## config.mk

```make
export PLATFORM = sky130hd
export DESIGN_NAME = gp_timer
export DESIGN_NICKNAME = d
export VERILOG_FILES = /design/src/logic/gp_timer_pkg.sv /design/src/logic/gp_timer.sv
export SDC_FILE = /design/constraint.sdc
export NUM_CORES = 1
export LEC_CHECK = 0
export ABC_AREA = 1
export BUFFER_PORTS_ARGS = -buffer_cell sky130_fd_sc_hd__clkbuf_2
export CORE_AREA = 2 2 230 119
export DETAILED_ROUTE_END_ITERATION = 6
export DIE_AREA = 0 0 232 121
export PLACE_DENSITY = 0.88
export RECOVER_POWER = 50
export SLEW_MARGIN = 20
export SYNTH_ARGS = -nofsm -noshare
export SYNTH_HDL_FRONTEND = slang
export SYNTH_SLANG_ARGS = --single-unit
```

## constraint.sdc

```tcl
create_clock -name clk -period 4.1 [get_ports clk]
set_input_delay 0.615 -clock clk [delete_from_list [all_inputs] [get_ports clk]]
set_output_delay 0.615 -clock clk [all_outputs]
set_load 0.01 [all_outputs]
```

## src/logic/gp_timer_pkg.sv

```systemverilog
// Constants and types shared by the general-purpose timer
package gp_timer_pkg;
    // ========================================
    // Width configuration codes
    localparam logic [2:0]  CFG_32     = 3'h0;
    localparam logic [2:0]  CFG_RTC    = 3'h1;
    localparam logic [2:0]  CFG_16     = 3'h4;
    // ========================================
    // Timer mode field codes
    localparam logic [1:0]  MODE_ONE   = 2'h1;
    localparam logic [1:0]  MODE_PER   = 2'h2;
    localparam logic [1:0]  MODE_PWM   = 2'h2;
    // ========================================
    // Flag bit positions
    localparam int          FLAG_W     = 5;
    localparam int          IX_TO_A    = 0;
    localparam int          IX_MT_A    = 1;
    localparam int          IX_RTC     = 2;
    localparam int          IX_TO_B    = 3;
    localparam int          IX_MT_B    = 4;
    // ========================================
    // Counter widths and limits
    localparam int          CNT_W      = 32;
    localparam int          HALF_W     = 16;
    localparam int          PRE_W      = 8;
    localparam logic [31:0] LIM_16     = 32'h0000ffff;
    localparam logic [31:0] LIM_32     = 32'hffffffff;
    localparam logic [31:0] CNT_ZERO   = 32'h00000000;
    localparam logic [31:0] CNT_ONE    = 32'h00000001;
    localparam logic [15:0] HI_ZERO    = 16'h0000;
    localparam logic [7:0]  PRE_ZERO   = 8'h00;

    typedef enum logic [2:0] {
        K_IDLE = 3'b000,
        K_ONE  = 3'b001,
        K_PER  = 3'b010,
        K_PWM  = 3'b011,
        K_RTC  = 3'b100
    } kind_t;

    typedef struct packed {
        logic [1:0][31:0] cnt;
        logic [1:0][7:0]  pre;
        logic [1:0][31:0] snap;
        logic [1:0]       armed;
        logic [1:0]       done;
        logic [1:0]       run_d;
        logic [1:0]       pwm;
        logic [1:0]       pin;
        logic [1:0]       to_p;
        logic [1:0]       mtrig;
        logic [4:0]       raw;
        logic             chain;
        logic             dma;
        logic [2:0]       sync;
        logic             lvl;
    } state_t;
endpackage

```

## src/logic/gp_timer.sv

```systemverilog
// General-purpose timer with PWM, chaining, RTC and DMA request
// Operation
// PWM when alt=1, capture=0, mode=2; code also requires 16-bit config
// PWM counts without prescaler
// PWM counts down, reloads after zero
// PWM sets no flags, no interrupt
// Output on at load, off at match
// Invert bit complements PWM output
// Wait bit holds count until trigger
// Chain follows lower-numbered module
// Chain order depends on 32 or 16 bit
// Software never sets wait in module 0
// Chaining works in one-shot and periodic
// Raw flag event raises burst DMA request
// Config selects 32, RTC or 16 bit
// Mode 1 one-shot, mode 2 periodic
// Snapshot, wait, match trigger, direction bits
// Software stops timer before reconfiguring
// Flags stay until one written to clear
// Match flag set, counting continues
// One-shot stops, periodic reloads
// System supplies RTC clock on even pin
// RTC match sets flag, keeps counting
// 16-bit modes use prescaler
// Masked flag only when mask bit set
// Idle PWM output rests inactive
// Chain trigger is one-cycle pulse
`timescale 1ns/1ps
module gp_timer (
    input  wire logic                    clk,
    input  wire logic                    arst_n,
    input  wire logic                    ce,
    input  wire logic [2:0]              width_config,
    input  wire logic [1:0]              counter_run_bit,
    input  wire logic [1:0][1:0]         timer_mode_field,
    input  wire logic [1:0]              alt_mode_select,
    input  wire logic [1:0]              capture_kind_select,
    input  wire logic [1:0]              wait_chain_trigger_bit,
    input  wire logic [1:0]              snapshot_at_timeout,
    input  wire logic [1:0]              match_trigger_enable,
    input  wire logic [1:0]              match_irq_enable,
    input  wire logic [1:0]              count_direction,
    input  wire logic [1:0]              pwm_output_invert,
    input  wire logic [31:0]             interval_load_a,
    input  wire logic [15:0]             interval_load_b,
    input  wire logic [31:0]             match_value_a,
    input  wire logic [15:0]             match_value_b,
    input  wire logic [1:0][7:0]         prescale_value,
    input  wire logic [4:0]              irq_mask_word,
    input  wire logic [4:0]              irq_clear_word,
    input  wire logic                    chain_trigger_in,
    input  wire logic [1:0]              capture_compare_pin_i,
    output logic [1:0]                   capture_compare_pin_o,
    output logic [1:0]                   capture_compare_pin_oe,
    output logic                         chain_trigger_out,
    output logic [1:0]                   match_trigger,
    output logic                         dma_req,
    output logic [4:0]                   raw_irq_flags,
    output logic [4:0]                   masked_irq_flags,
    output logic                         irq,
    output logic [31:0]                  count_a,
    output logic [31:0]                  count_b,
    output logic [31:0]                  snapshot_a,
    output logic [31:0]                  snapshot_b
);
    import gp_timer_pkg::*;

    state_t                 q;
    state_t                 d;
    kind_t  [1:0]           kind;
    logic   [1:0]           to_ev;
    logic   [4:0]           set_v;
    logic                   wide;
    logic                   rtc_edge;
    logic   [31:0]          lim;
    logic   [31:0]          il;
    logic   [31:0]          mt;
    logic   [31:0]          nx;
    logic                   en;
    logic                   trig;
    logic                   tick;
    logic                   hit;

    // ========================================
    // Next-state logic
    always_comb begin
        d        = q;
        kind[0]  = K_IDLE;
        kind[1]  = K_IDLE;
        to_ev    = 2'b00;
        set_v    = 5'h00;
        lim      = LIM_16;
        il       = CNT_ZERO;
        mt       = CNT_ZERO;
        nx       = CNT_ZERO;
        en       = 1'b0;
        trig     = 1'b0;
        tick     = 1'b0;
        hit      = 1'b0;
        wide     = (width_config != CFG_16);
        rtc_edge = 1'b0;
        // Pin filter: change taken once stages two and three agree
        d.sync   = {q.sync[1], q.sync[0], capture_compare_pin_i[0]};
        if (q.sync[2] == q.sync[1]) begin
            d.lvl    = q.sync[2];
            rtc_edge = q.sync[2] & ~q.lvl;
        end
        for (int h = 0; h < 2; h++) begin
            lim = (h == 0 && wide) ? LIM_32 : LIM_16;
            il  = (h == 0) ? (interval_load_a & lim)
                           : {HI_ZERO, interval_load_b};
            mt  = (h == 0) ? (match_value_a & lim)
                           : {HI_ZERO, match_value_b};
            en  = counter_run_bit[h] && (h == 0 || !wide);
            // Half B follows A; half A follows the module below
            trig = (h == 0) ? chain_trigger_in : q.to_p[0];
            if (h == 0 && width_config == CFG_RTC) begin
                kind[h] = K_RTC;
            end else if (width_config == CFG_32
                         || width_config == CFG_16) begin
                if (alt_mode_select[h] && !capture_kind_select[h]
                    && timer_mode_field[h] == MODE_PWM
                    && width_config == CFG_16) begin
                    kind[h] = K_PWM;
                end else if (!alt_mode_select[h]
                             && timer_mode_field[h] == MODE_ONE) begin
                    kind[h] = K_ONE;
                end else if (!alt_mode_select[h]
                             && timer_mode_field[h] == MODE_PER) begin
                    kind[h] = K_PER;
                end
            end
            d.run_d[h] = en;
            d.mtrig[h] = 1'b0;
            if (!en) begin
                d.armed[h] = 1'b0;
                d.done[h]  = 1'b0;
                d.pwm[h]   = 1'b0;
            end else if (!q.run_d[h]) begin
                d.cnt[h]   = (count_direction[h] || kind[h] == K_RTC)
                             ? CNT_ZERO : il;
                if (kind[h] == K_PWM) begin
                    d.cnt[h] = il;
                end

                d.armed[h] = !(wait_chain_trigger_bit[h]
                               && (kind[h] == K_ONE || kind[h] == K_PER));
                d.pre[h]   = prescale_value[h];
            end else if (!q.armed[h]) begin
                d.armed[h] = trig;
            end else begin
                case (kind[h])
                    K_PWM: begin

                        d.cnt[h] = (q.cnt[h] == CNT_ZERO) ? il
                                   : q.cnt[h] - CNT_ONE;
                        if (q.cnt[h] == il) begin
                            d.pwm[h] = 1'b1;
                        end else if (q.cnt[h] == mt) begin
                            d.pwm[h] = 1'b0;
                        end
                    end
                    K_RTC: begin
                        if (rtc_edge) begin
                            nx       = q.cnt[h] + CNT_ONE;
                            d.cnt[h] = nx;
                            if (nx == mt) begin
                                set_v[IX_RTC] = 1'b1;
                            end
                        end
                    end
                    K_ONE, K_PER: begin
                        tick = 1'b1;
                        if (!wide && !q.done[h]) begin

                            tick = (q.pre[h] == PRE_ZERO);
                            d.pre[h] = tick ? prescale_value[h]
                                            : q.pre[h] - 8'h01;
                        end
                        if (tick && !q.done[h]) begin
                            hit = count_direction[h]
                                  ? (q.cnt[h] == il)
                                  : (q.cnt[h] == CNT_ZERO);
                            if (q.cnt[h] == mt) begin

                                set_v[h == 0 ? IX_MT_A : IX_MT_B] =
                                    match_irq_enable[h];
                                d.mtrig[h] = match_trigger_enable[h];
                            end
                            if (hit) begin
                                to_ev[h] = 1'b1;
                                set_v[h == 0 ? IX_TO_A : IX_TO_B] = 1'b1;
                                if (snapshot_at_timeout[h]) begin
                                    d.snap[h] = q.cnt[h];
                                end
                                d.cnt[h] = count_direction[h]
                                           ? CNT_ZERO : il;
                                d.done[h] = (kind[h] == K_ONE);
                            end else begin
                                d.cnt[h] = (count_direction[h]
                                            ? q.cnt[h] + CNT_ONE
                                            : q.cnt[h] - CNT_ONE) & lim;
                            end
                        end
                    end
                    default: ;
                endcase
            end
            d.pin[h] = d.pwm[h] ^ pwm_output_invert[h];
        end
        // Set wins over clear
        d.raw   = (q.raw & ~irq_clear_word) | set_v;
        d.dma   = |set_v;
        d.chain = wide ? to_ev[0] : to_ev[1];
        d.to_p  = to_ev;
    end

    // ========================================
    // State register
    always_ff @(posedge clk or negedge arst_n) begin
        if (!arst_n) begin
            q <= '0;
        end else if (ce) begin
            q <= d;
        end
    end

    // ========================================
    // Outputs
    assign capture_compare_pin_o  = q.pin;
    assign capture_compare_pin_oe = {kind[1] == K_PWM, kind[0] == K_PWM};
    assign chain_trigger_out      = q.chain;
    assign match_trigger          = q.mtrig;
    assign dma_req                = q.dma;
    assign raw_irq_flags          = q.raw;
    assign masked_irq_flags       = q.raw & irq_mask_word;
    assign irq                    = |(q.raw & irq_mask_word);
    assign count_a                = q.cnt[0];
    assign count_b                = q.cnt[1];
    assign snapshot_a             = q.snap[0];
    assign snapshot_b             = q.snap[1];
endmodule

```

-- Yosys cells after proc, flatten, opt, wreduce, memory -nomap -nowiden
Index checks and enable logic that the tools add are counted.
- memories: 0
- memory bits (read-only): 0
- input bits: 153
- latch bits: 0
- RAM bits: 0
- bits in registers: 168
- logic and storage cells: 257
- eq/ne operators: 44
- divide/modulo/power cells: 0
- shift-type cells: 0
- mux-type cells: 128
- $add $sub $neg: 6
- multiply operators: 0
- bitwise logic cells: 11
- reductions and logical operators: 49
- $lt $le $gt $ge: 0
- operators by type and width (operator ; number):
    32-bit 2-to-1 mux ; 16
    32-bit case mux with 3 select lines ; 2
    32-bit AND ; 3
    32-bit by 16-bit equality test with 1-bit output ; 3
    32-bit equality test ; 3
    16-bit 2-to-1 mux ; 5
    8-bit 2-to-1 mux ; 10
    1-bit 2-to-1 mux ; 76
    32-bit by 1-bit adder with 32-bit output (second input constant) ; 2
    32-bit logical NOT ; 2
    32-bit by 1-bit subtractor with 32-bit output (second input constant) ; 2
    2-bit by 1-bit != test with 1-bit output (second input constant) ; 14
    3-bit 2-to-1 mux ; 9
    6-bit AND reduction ; 4
    2-bit 2-to-1 mux ; 10
    1-bit logical AND ; 17
    8-bit logical NOT ; 2
    8-bit AND reduction ; 2
    8-bit by 1-bit subtractor with 8-bit output (second input constant) ; 2
    3-bit != test (second input constant) ; 5
    3-bit by 2-bit equality test with 1-bit output (second input constant) ; 4
    5-bit AND ; 2
    5-bit AND reduction ; 2
    5-bit OR reduction ; 2
    17 further kinds ; 39

-- Depth between registers and ports, before layout
Gate-level depths: netlist of the first run.
- word-level depth: 26
- mapped depth: 19
- gate-level depth less buffers: 17

-- Worst setup path before layout of the first run
OpenSTA, ideal clock, no wires.
- path type: input to register
- from: input width_config[1]
- to: register q, in the netlist count_b[10]
- data arrival time: 2.815 ns
- library setup time: 0.066 ns
- setup slack: 1.219 ns
- path buffers: 3
- stages on the path: 18
- required time: 4.034 ns
- cell sequence: nor2_2 -> nand2_2 -> buf_6 -> buf_6 -> inv_4 -> nand3_1 -> a21oi_1 -> inv_1 -> ha_1 -> clkbuf_1 -> nor2_1 -> nor2_1 -> inv_1 -> o21ai_0 -> nand2_1 -> nand3_1 -> nand2_1 -> nand2_1
- longest elaborated chain between the ends: 11
- elaborated cells between the ends (all ways): 31
- classes of those cells: eq/ne (9); mux (12); reduce/logical (10)
- RTL lines (element ; RTL line ; text):
    start, declared ; gp_timer.sv:33 ; input wire logic [2:0] width_config,
    3-bit != test ; gp_timer.sv:100 ; wide = (width_config != CFG_16);
    1-bit logical NOT ; gp_timer.sv:114, gp_timer.sv:174 ;
    1-bit logical AND ; gp_timer.sv:174 ; if (!wide && !q.done[h]) begin
    1-bit 2-to-1 mux ; gp_timer.sv:174 ;
    1-bit 2-to-1 mux ; gp_timer.sv:152 ; case (kind[h])
    1-bit 2-to-1 mux ; gp_timer.sv:149 ; end else if (!q.armed[h]) begin
    1-bit 2-to-1 mux ; gp_timer.sv:139 ; end else if (!q.run_d[h]) begin
    1-bit 2-to-1 mux ; gp_timer.sv:135 ; if (!en) begin
    1-bit logical AND ; gp_timer.sv:180 ; if (tick && !q.done[h]) begin
    3-bit != test (no line) ; - ;
    6-bit AND reduction (no line) ; - ;
    end signal, assigned ; gp_timer.sv:222 ; q <= '0;
    end signal, assigned ; gp_timer.sv:224 ; q <= d;
    end, declared ; gp_timer.sv:68 ; state_t q;
Several ways; a longest one is shown, not always the timed one. The select of a mux whose other input is x is not followed.
A chain may end at the register's enable or synchronous reset.

-- Final worst setup path of the first run
- from: register q, in the netlist count_a[1]
- to: register q, in the netlist raw_irq_flags[2]
- longest elaborated chain between the ends: 15
- RTL lines (element ; RTL line ; text):
    32-bit by 1-bit adder with 32-bit output * ; gp_timer.sv:165 ; nx = q.cnt[h] + CNT_ONE;
    32-bit equality test * ; gp_timer.sv:167 ; if (nx == mt) begin
    1-bit 2-to-1 mux * ; gp_timer.sv:167 ;
    1-bit 2-to-1 mux * ; gp_timer.sv:164 ; if (rtc_edge) begin
    1-bit 2-to-1 mux * ; gp_timer.sv:152 ;
    3-bit 2-to-1 mux * ; gp_timer.sv:149 ;
    3-bit 2-to-1 mux * ; gp_timer.sv:139 ;
    3-bit 2-to-1 mux * ; gp_timer.sv:135 ;
    1-bit 2-to-1 mux ; gp_timer.sv:167 ;
    1-bit 2-to-1 mux ; gp_timer.sv:164 ;
    1-bit 2-to-1 mux ; gp_timer.sv:152 ;
    3-bit 2-to-1 mux ; gp_timer.sv:149 ;
    3-bit 2-to-1 mux ; gp_timer.sv:139 ;
    3-bit 2-to-1 mux * ; gp_timer.sv:135 ;
    5-bit bitwise OR * ; gp_timer.sv:212 ; d.raw = (q.raw & ~irq_clear_word) | set_v;
Mark *: on every way between the ends. The rest lies on a longest branch, timed or not.

==> results of run 1 <==
power breakdown:
part / total (uW) / switching (uW) / internal, uW
Combinational: 3380 / 2290 / 1090
Clock: 1780 / 893 / 888
Sequential: 2420 / 561 / 1860
Total: 7580 / 3740 / 3830
state kept, by name, indices dropped and copies added (netlist names), 2 cells and up:
signal / count
capture_compare_pin_o: 2
count_a: 32
count_b: 32
d: 2
match_trigger: 2
q: 27
raw_irq_flags: 5
snapshot_a: 32
snapshot_b: 32
layer usage:
| layer | wire [um] | track usage [%] | vias to the layer above |
|---|---|---|---|
| met5 | 139 | 3.49 | - |
| met4 | 1500 | 12.2 | 4 |
| met3 | 13200 | 25.0 | 150 |
| met2 | 25000 | 61.7 | 1470 |
| met1 | 27300 | 67.5 | 8503 |
| li1 | - | - | 8227 |
path summary, 6_finish.rpt:
kind                            slack (ns)  cells after the start                      endpoint
worst min-delay path                  0.38                      3              d[2]$_DFFE_PN0P_
worst max-delay path                  0.69                     15  raw_irq_flags[2]$_DFFE_PN0P_
worst min register to register        0.47                      2    snapshot_b[19]$_DFFE_PN0P_
min in group asynchronous             0.90                      1        count_a[4]$_DFFE_PN0P_
worst max register to register        0.69                     15  raw_irq_flags[2]$_DFFE_PN0P_
max in group asynchronous             1.00                      2     snapshot_b[5]$_DFFE_PN0P_
layout make-up:
class | instances | area share [%]
clock buffer | 17 | 2.48
inverter | 244 | 5.37
timing repair buffer | 348 | 10.5
multi-input combinational | 1889 | 53.3
tap | 352 | 2.57
sequential | 168 | 24.5
clock inverter | 15 | 1.21
worst reg2reg max path, stage by stage (launching register included):
cell	delay, ns
dfrtp_1	0.56
ha_1	0.54
nand2_1	0.20
nor2_1	0.26
nand2_1	0.14
nor2_1	0.32
inv_1	0.08
nand2_1	0.35
nor2_1	0.09
nor2_1	0.12
nand2_1	0.06
nor2_1	0.11
nand4_1	0.15
nor2_1	0.15
nand3_1	0.15
nand2_1	0.09
cell usage in the layout (no fill, tap or decap), types with 36 or more instances in the layout:
cell type  count
xor2_1        92
xnor2_1       50
o21ai_1       37
o21ai_0      142
a21oi_1      105
nand3_1      176
nor3_1        36
inv_1        233
clkbuf_1      70
buf_4         47
dfrtp_1      168
clkbuf_2     229
nor2_1       313
nand2_1      756
nand4_1       41
kinds of logic after synthesis:
| logic type | share of synthesized area, % |
|---|---|
| fa+ha+maj | 0.945 |
| compound gates | 12.4 |
| simple gates | 36.2 |
| flops | 26.5 |
| buf+inv | 16.1 |
| xor+xnor | 7.93 |
stage by stage:
step,total power (uW),utilization (%),hold WS (ns),cell area (sq um)
after floorplan,4490,-,0.319,15900
after global placement,5480,63.8,0.448,16600
after detailed placement,5560,63.8,0.455,16600
after CTS,7320,66.2,0.272,17200
after global routing,7880,65.9,0.384,17100
final,7580,65.9,0.385,17100
==> impl_results.md, run 1 <==
- Outcome: complete, but fails checks
- Failing checks: DRC, capacitance limit, slew limit
- Via density: 6.05
- Vias in the first global route: 16,900
- CP Max Fanout: 7
- Post-synthesis cell type count: 51
- Sequential cell area: approximately 4200 sq um
- Grt total ovfl: 0
- Tmin final: 3.41 ns
- Kind of critical path: flip-flop to flip-flop
- TNS Setup: 0 ns
- Die Span Y: 121 um
- Pre-CTS WS: ~0.77 ns
- CP max stage delay: 0.56 ns
- CTS buffer count: 17
- CTS hold repair buffers: 0
- FFs w/ async S/R, synth: 100%
- Tot GR Track Use: 47.7%
- Slew @ Worst Pin: 2.66 ns
- Max cap viols: 1
- Most common cell in the synthesized netlist: nand2_1
- Number of port buffers: about 300
- Synth cell count leaders: nand2_1, nor2_1, inv_1
- Critical Path RT: 4.51 ns
- Netlist Area Pre-Place: ~16,000 sq um
- First-pass GRT wire length: 99,900 um
- Crit path top cell by count: nor2_1
- WL per Instance: 22.1 um
- Placed cell count: 3,001
- Core ar.: around 26,000 sq um
- Final GP Congestion: 1.09
- Drt first-iter violations: 2,849
- Starting Density: 61.1%
- Final cell count without fillers: ~3,000
- CP startpoint: count_a[1]$_DFFE_PN0P_
- Yosys reg bits: 168
- Worst path bufs/invs: 1
- Pre-antenna DRT Iters: 7
- Synth top area cells: dfrtp_1, nand2_1, nor2_1
- Ys flop type: dfrtp_1
- CP Launch Type: flip-flop
- Clk buf depth: 2
- Final slew viol count: 95
- EDFF count, synth: 0
- Die X: roughly 230 um
- VDD IR max: 0.320 mV
- Slowest cell on the critical path: dfrtp_1
- Critical path arrival: 3.82 ns
- Pwr per Cell Area: 442 nW/um^2
- Root Driver: clkbuf_16
- FILL cells: between 2,000 and 2,500
- Largest net degree at the start of global routing: 96
- Post-Syn Instances: around 2,600
- Min-delay src: capture_compare_pin_i[0]
- Worst-path cell chain: ha_1, nand2_1, nor2_1, nand2_1, nor2_1, inv_1, nand2_1, nor2_1, nor2_1, nand2_1, nor2_1, nand4_1, nor2_1, nand3_1, nand2_1
- DP HPWL: approximately 52,000 um
- Cell family with most CP delay: simple AND/OR/NAND/NOR gates
- Final WL: 67,100 um
- CTS resizes: 0
- Avg Cell Area, Syn: 6.22 sq um
- CP endpoint kind: flip-flop
- Worst Slack Setup Final: 0.685 ns
- Sequential area share after synthesis: 26.5%
- Rel. slew slack: -77.3%
- Skew-Pair Late Insertion Delay: between 0.4 and 0.5 ns
- H-Tree Depth: 4
- Launching point of the worst reg2reg path: count_a[1]$_DFFE_PN0P_
- Final setup vio count: 0
- RSZ-0062 raised after global routing: false
- Final setup skew: between 0.01 and 0.015 ns
- Postcts setup bufs: 0
- Leakage: 0.00901 uW
- Ant diodes: 0
- HP Class: input port to flip-flop
- Yosys top cell area share: 26.5%
- P&R area growth vs syn: 7.81%
- Antenna viol nets, final: 0
- Clk sinks: 168
- Syn Nets: between 2,000 and 3,000
- Cell row count: 42
- Via Count: ~18,000
- FMAX: 293 MHz
- DRC errors left: 26
- Final hold vios: 0
- Yosys top cell by area: dfrtp_1
- CTS tree: yes
- Final net count: 2,833
- Layout cells sized above 1: a little over an eighth
- Multi-input gate area in the final layout: 9130 sq um
- Synth warn: 0
- Clk pin slew, worst setup/hold paths: 0.08 ns
- Initial antenna violation count: 2
- Num ports: 300
- Total die area: about 28,000 sq um
- Final Cycle Share: 83.3%
Note: power is estimated with default switching activity, not from simulation.
==> run 2, diff against run 1 <==
--- a/config.mk
+++ b/config.mk
@@ -7,10 +7,10 @@
 export LEC_CHECK = 0
 export ABC_AREA = 1
 export BUFFER_PORTS_ARGS = -buffer_cell sky130_fd_sc_hd__clkbuf_2
-export CORE_AREA = 2 2 230 119
+export CORE_AREA = 2 2 251 129
 export DETAILED_ROUTE_END_ITERATION = 6
-export DIE_AREA = 0 0 232 121
-export PLACE_DENSITY = 0.88
+export DIE_AREA = 0 0 253 131
+export PLACE_DENSITY = 0.79
 export RECOVER_POWER = 50
 export SLEW_MARGIN = 20
 export SYNTH_ARGS = -nofsm -noshare
==> constraint.sdc (replaced) <==
create_clock -name clk -period 3 [get_ports clk]
set_input_delay 0.45 -clock clk [delete_from_list [all_inputs] [get_ports clk]]
set_output_delay 0.45 -clock clk [all_outputs]
set_load 0.01 [all_outputs]
==> run 2 against run 1 <==
- count of clock-buffer cells in the layout did not move
- first-iteration DRC count up 2.1%
- final cell count rose by 5.6%
- the flow still finishes with violations (DRC, capacitance limit, slew limit)
- combinational power up 58%
- largest power group unchanged
- power rose by 43%
==> impl_results.md, run 2 (synthesized netlist as in run 1, its figures left out) <==
- Power Internal: 5450 uW (+42%)
- FMAX: 346 MHz (+18%)
- Sw frac: 49.7% (+0.28 points)
- Leakage: 0.00952 uW (+5.7%)
- Skew-Pair Late Insertion Delay: 0.47 ns (about the same)
- Die X: 253 um (+9.1%)
- Slew @ Worst Pin: 1.50 ns (-1.16 ns)
- WL per Instance: 22.8 um (+3.0%)
- Max cap viols: 1 (unchanged)
- DRC errors left: 8 (-69%)
- Initial antenna violation count: 1 (-1)
- Critical Path RT: 3.35 ns (-1.16 ns)
- Via density: 5.80 (-4.1%)
- Vias in the first global route: 16,300 (-3.2%)
- Antenna viol nets, final: 0 (unchanged)
- Critical path arrival: 3.24 ns (-0.58 ns)
- Final setup vio count: 0 (unchanged)
- Placed cell count: 3,169 (+5.6%)
- Clk pin slew, worst setup/hold paths: 0.09 ns (about the same)
- Pwr per Cell Area: 598 nW/um^2 (+35%)
- Layout cells sized above 1: 16.9% (+3.3 points)
- Starting Density: 51.1% (-10 points)
- Final WL: 73,000 um (+8.7%)
- Final GP Congestion: 1.09 (-0.26%)
- Cell row count: 46 (+9.5%)
- Kind of critical path: flip-flop to flip-flop
- Clock power share: 22.8% (-0.7 points)
- Most frequent cells in the layout: nand2_1, nor2_1, inv_1, clkbuf_2, nand3_1
- P&R area growth vs syn: 13.9%
- Postcts setup bufs: 0 (unchanged)
- P_sw: 5380 uW (+44%)
- Combinational group share of total power: 49.2% (+4.6 points)
- First-pass GRT wire length: 105,000 um (+5.0%)
- Final hold vios: 0 (unchanged)
- Drt first-iter violations: 2,910 (+2.1%)
- DP HPWL: 58,700 um (+13%)
- Via Count: 18,600 (+1.3%)
- Tmin final: 2.89 ns (-0.528 ns)
- CTS buffer count: 17 (unchanged)
- RSZ-0062 raised after global routing: false
- Num ports: 300 (unchanged)
- Sequential share of power: 28.0% (-3.9 points)
- Root Driver: clkbuf_16
- Total die area: 33,100 sq um (+18%)
- FILL cells: 3,130 (+31%)
- Final setup skew: 0.0189 ns (+0.00572 ns)
- Final cell count without fillers: 3,203 (+5.6%)
- Number of port buffers: 298 (unchanged)
- CP endpoint kind: flip-flop
- CP Launch Type: flip-flop
- Pre-antenna DRT Iters: 7 (unchanged)
- CTS tree: yes
- Final net count: 2,946 (+4.0%)
- Clk buf depth: 2 (unchanged)
- HP Class: input port to flip-flop
- Final slew viol count: 43 (-55%)
- H-Tree Depth: 4 (unchanged)
- Die Span Y: 131 um (+8.3%)
- Grt total ovfl: 0 (unchanged)
- Core ar.: 31,100 sq um (+19%)
- CP Max Fanout: 8 (+1)
- Worst hold slack: 0.225 ns (-0.160 ns)
- Min-delay src: match_trigger_enable[1]
- VDD IR max: 0.459 mV (+43%)
- Outcome: complete, but fails checks
- CP startpoint: count_a[0]$_DFFE_PN0P_
- Largest net degree at the start of global routing: 58 (-40%)
- Rel. slew slack: -0.127% (+77 points)
- Final Cycle Share: 96.2% (+13 points)
- Failing checks: DRC, capacitance limit, slew limit
- Launching point of the worst reg2reg path: count_a[0]$_DFFE_PN0P_
- Tot GR Track Use: 43.3% (-4.3 points)
- Most common cell after layout, fill and taps aside: nand2_1
- Clk sinks: 168 (unchanged)
## run 2: changes by cell type in the layout (fill, tap and decap cells not counted), moves of 2 or more
cell / change
buf_12: +4
nand2_2: +2
buf_4: +103
nor2_1: -3
clkbuf_2: -11
inv_8: -2
clkbuf_1: +15
nand2_1: -2
nor2_2: +3
dfrtp_1: -3
inv_12: +4
dfrtp_2: +3
## run 2: cell type report
type / count / area [sq um] / area share [%]
Antenna cell: 1 / 2.50 / 0.0138
Clock inverter: 15 / 211 / 1.17
Multi-Input combinational cell: 1889 / 9150 / 50.6
Inverter: 244 / 920 / 5.08
Tap cell: 408 / 510 / 2.82
Timing Repair Buffer: 461 / 2670 / 14.8
Clock buffer: 17 / 425 / 2.35
Sequential cell: 168 / 4210 / 23.2
## run 2: path summary, 6_finish.rpt
kind | to | slack, ns | depth (start not counted)
setup / recovery | count_a[24]$_DFFE_PN0P_ | 0.11 | 14
hold / removal | match_trigger[1]$_DFFE_PN0P_ | 0.22 | 3
setup reg to reg | count_a[24]$_DFFE_PN0P_ | 0.11 | 14
hold reg to reg | snapshot_b[23]$_DFFE_PN0P_ | 0.47 | 2
max in group asynchronous | q[22]$_DFFE_PN0P_ | 0.45 | 3
min in group asynchronous | count_a[5]$_DFFE_PN0P_ | 0.90 | 2
## run 2: critical path, stage by stage, from the launching register on
cell	delay, ns
dfrtp_2	0.53
inv_1	0.32
ha_1	0.32
nand2_1	0.17
nor2_1	0.32
inv_1	0.16
nor2_1	0.23
xor2_1	0.23
nand2_1	0.08
nand3_1	0.09
nand3_1	0.08
nand3_1	0.09
nand2_1	0.05
nand2_1	0.05
nand2_1	0.04
## run 2: per-layer routing
metal  vias up  share of wire, %  global-route usage [%]
met5         -                 0                       0
li1       8454                 -                       -
met1      8663                44                    65.2
met3       102                18                    21.5
met4         0               2.0                    10.1
met2      1372                36                    52.8
## run 2: power by group through the flow
stage / Combinational (uW) / Clock (uW) / Sequential [uW]
after floorplan: 3380 / 0 / 2750
after global placement: 4960 / 0 / 3030
after detailed placement: 5000 / 0 / 3040
after CTS: 5020 / 2470 / 3000
after global routing: 5650 / 2550 / 3060
final: 5330 / 2470 / 3040
## run 2: metrics by stage
stage / power [uW] / setup TNS [ns] / utilization [%] / worst slack (ns) / area (sq um)
finish: 10800 / 0 / 58.2 / 0.113 / 18100
global placement: 7990 / -2.52 / 56.5 / -0.176 / 17600
CTS: 10500 / 0 / 58.6 / 0.0181 / 18200
floorplan: 6130 / 0 / - / 0.284 / 15900
detailed placement: 8040 / -6.09 / 56.5 / -0.257 / 17600
global route: 11300 / 0 / 58.2 / 0.00820 / 18100
## run 2: timing repair
| item | CTS | global route |
|---|---|---|
| pin swaps | 0 | 0 |
| endpoints found under the setup margin | 2 | 13 |
| gates resized for setup | 1 | 8 |
| hold buffers | 1 | 0 |
| endpoints found under the hold margin | 39 | 0 |
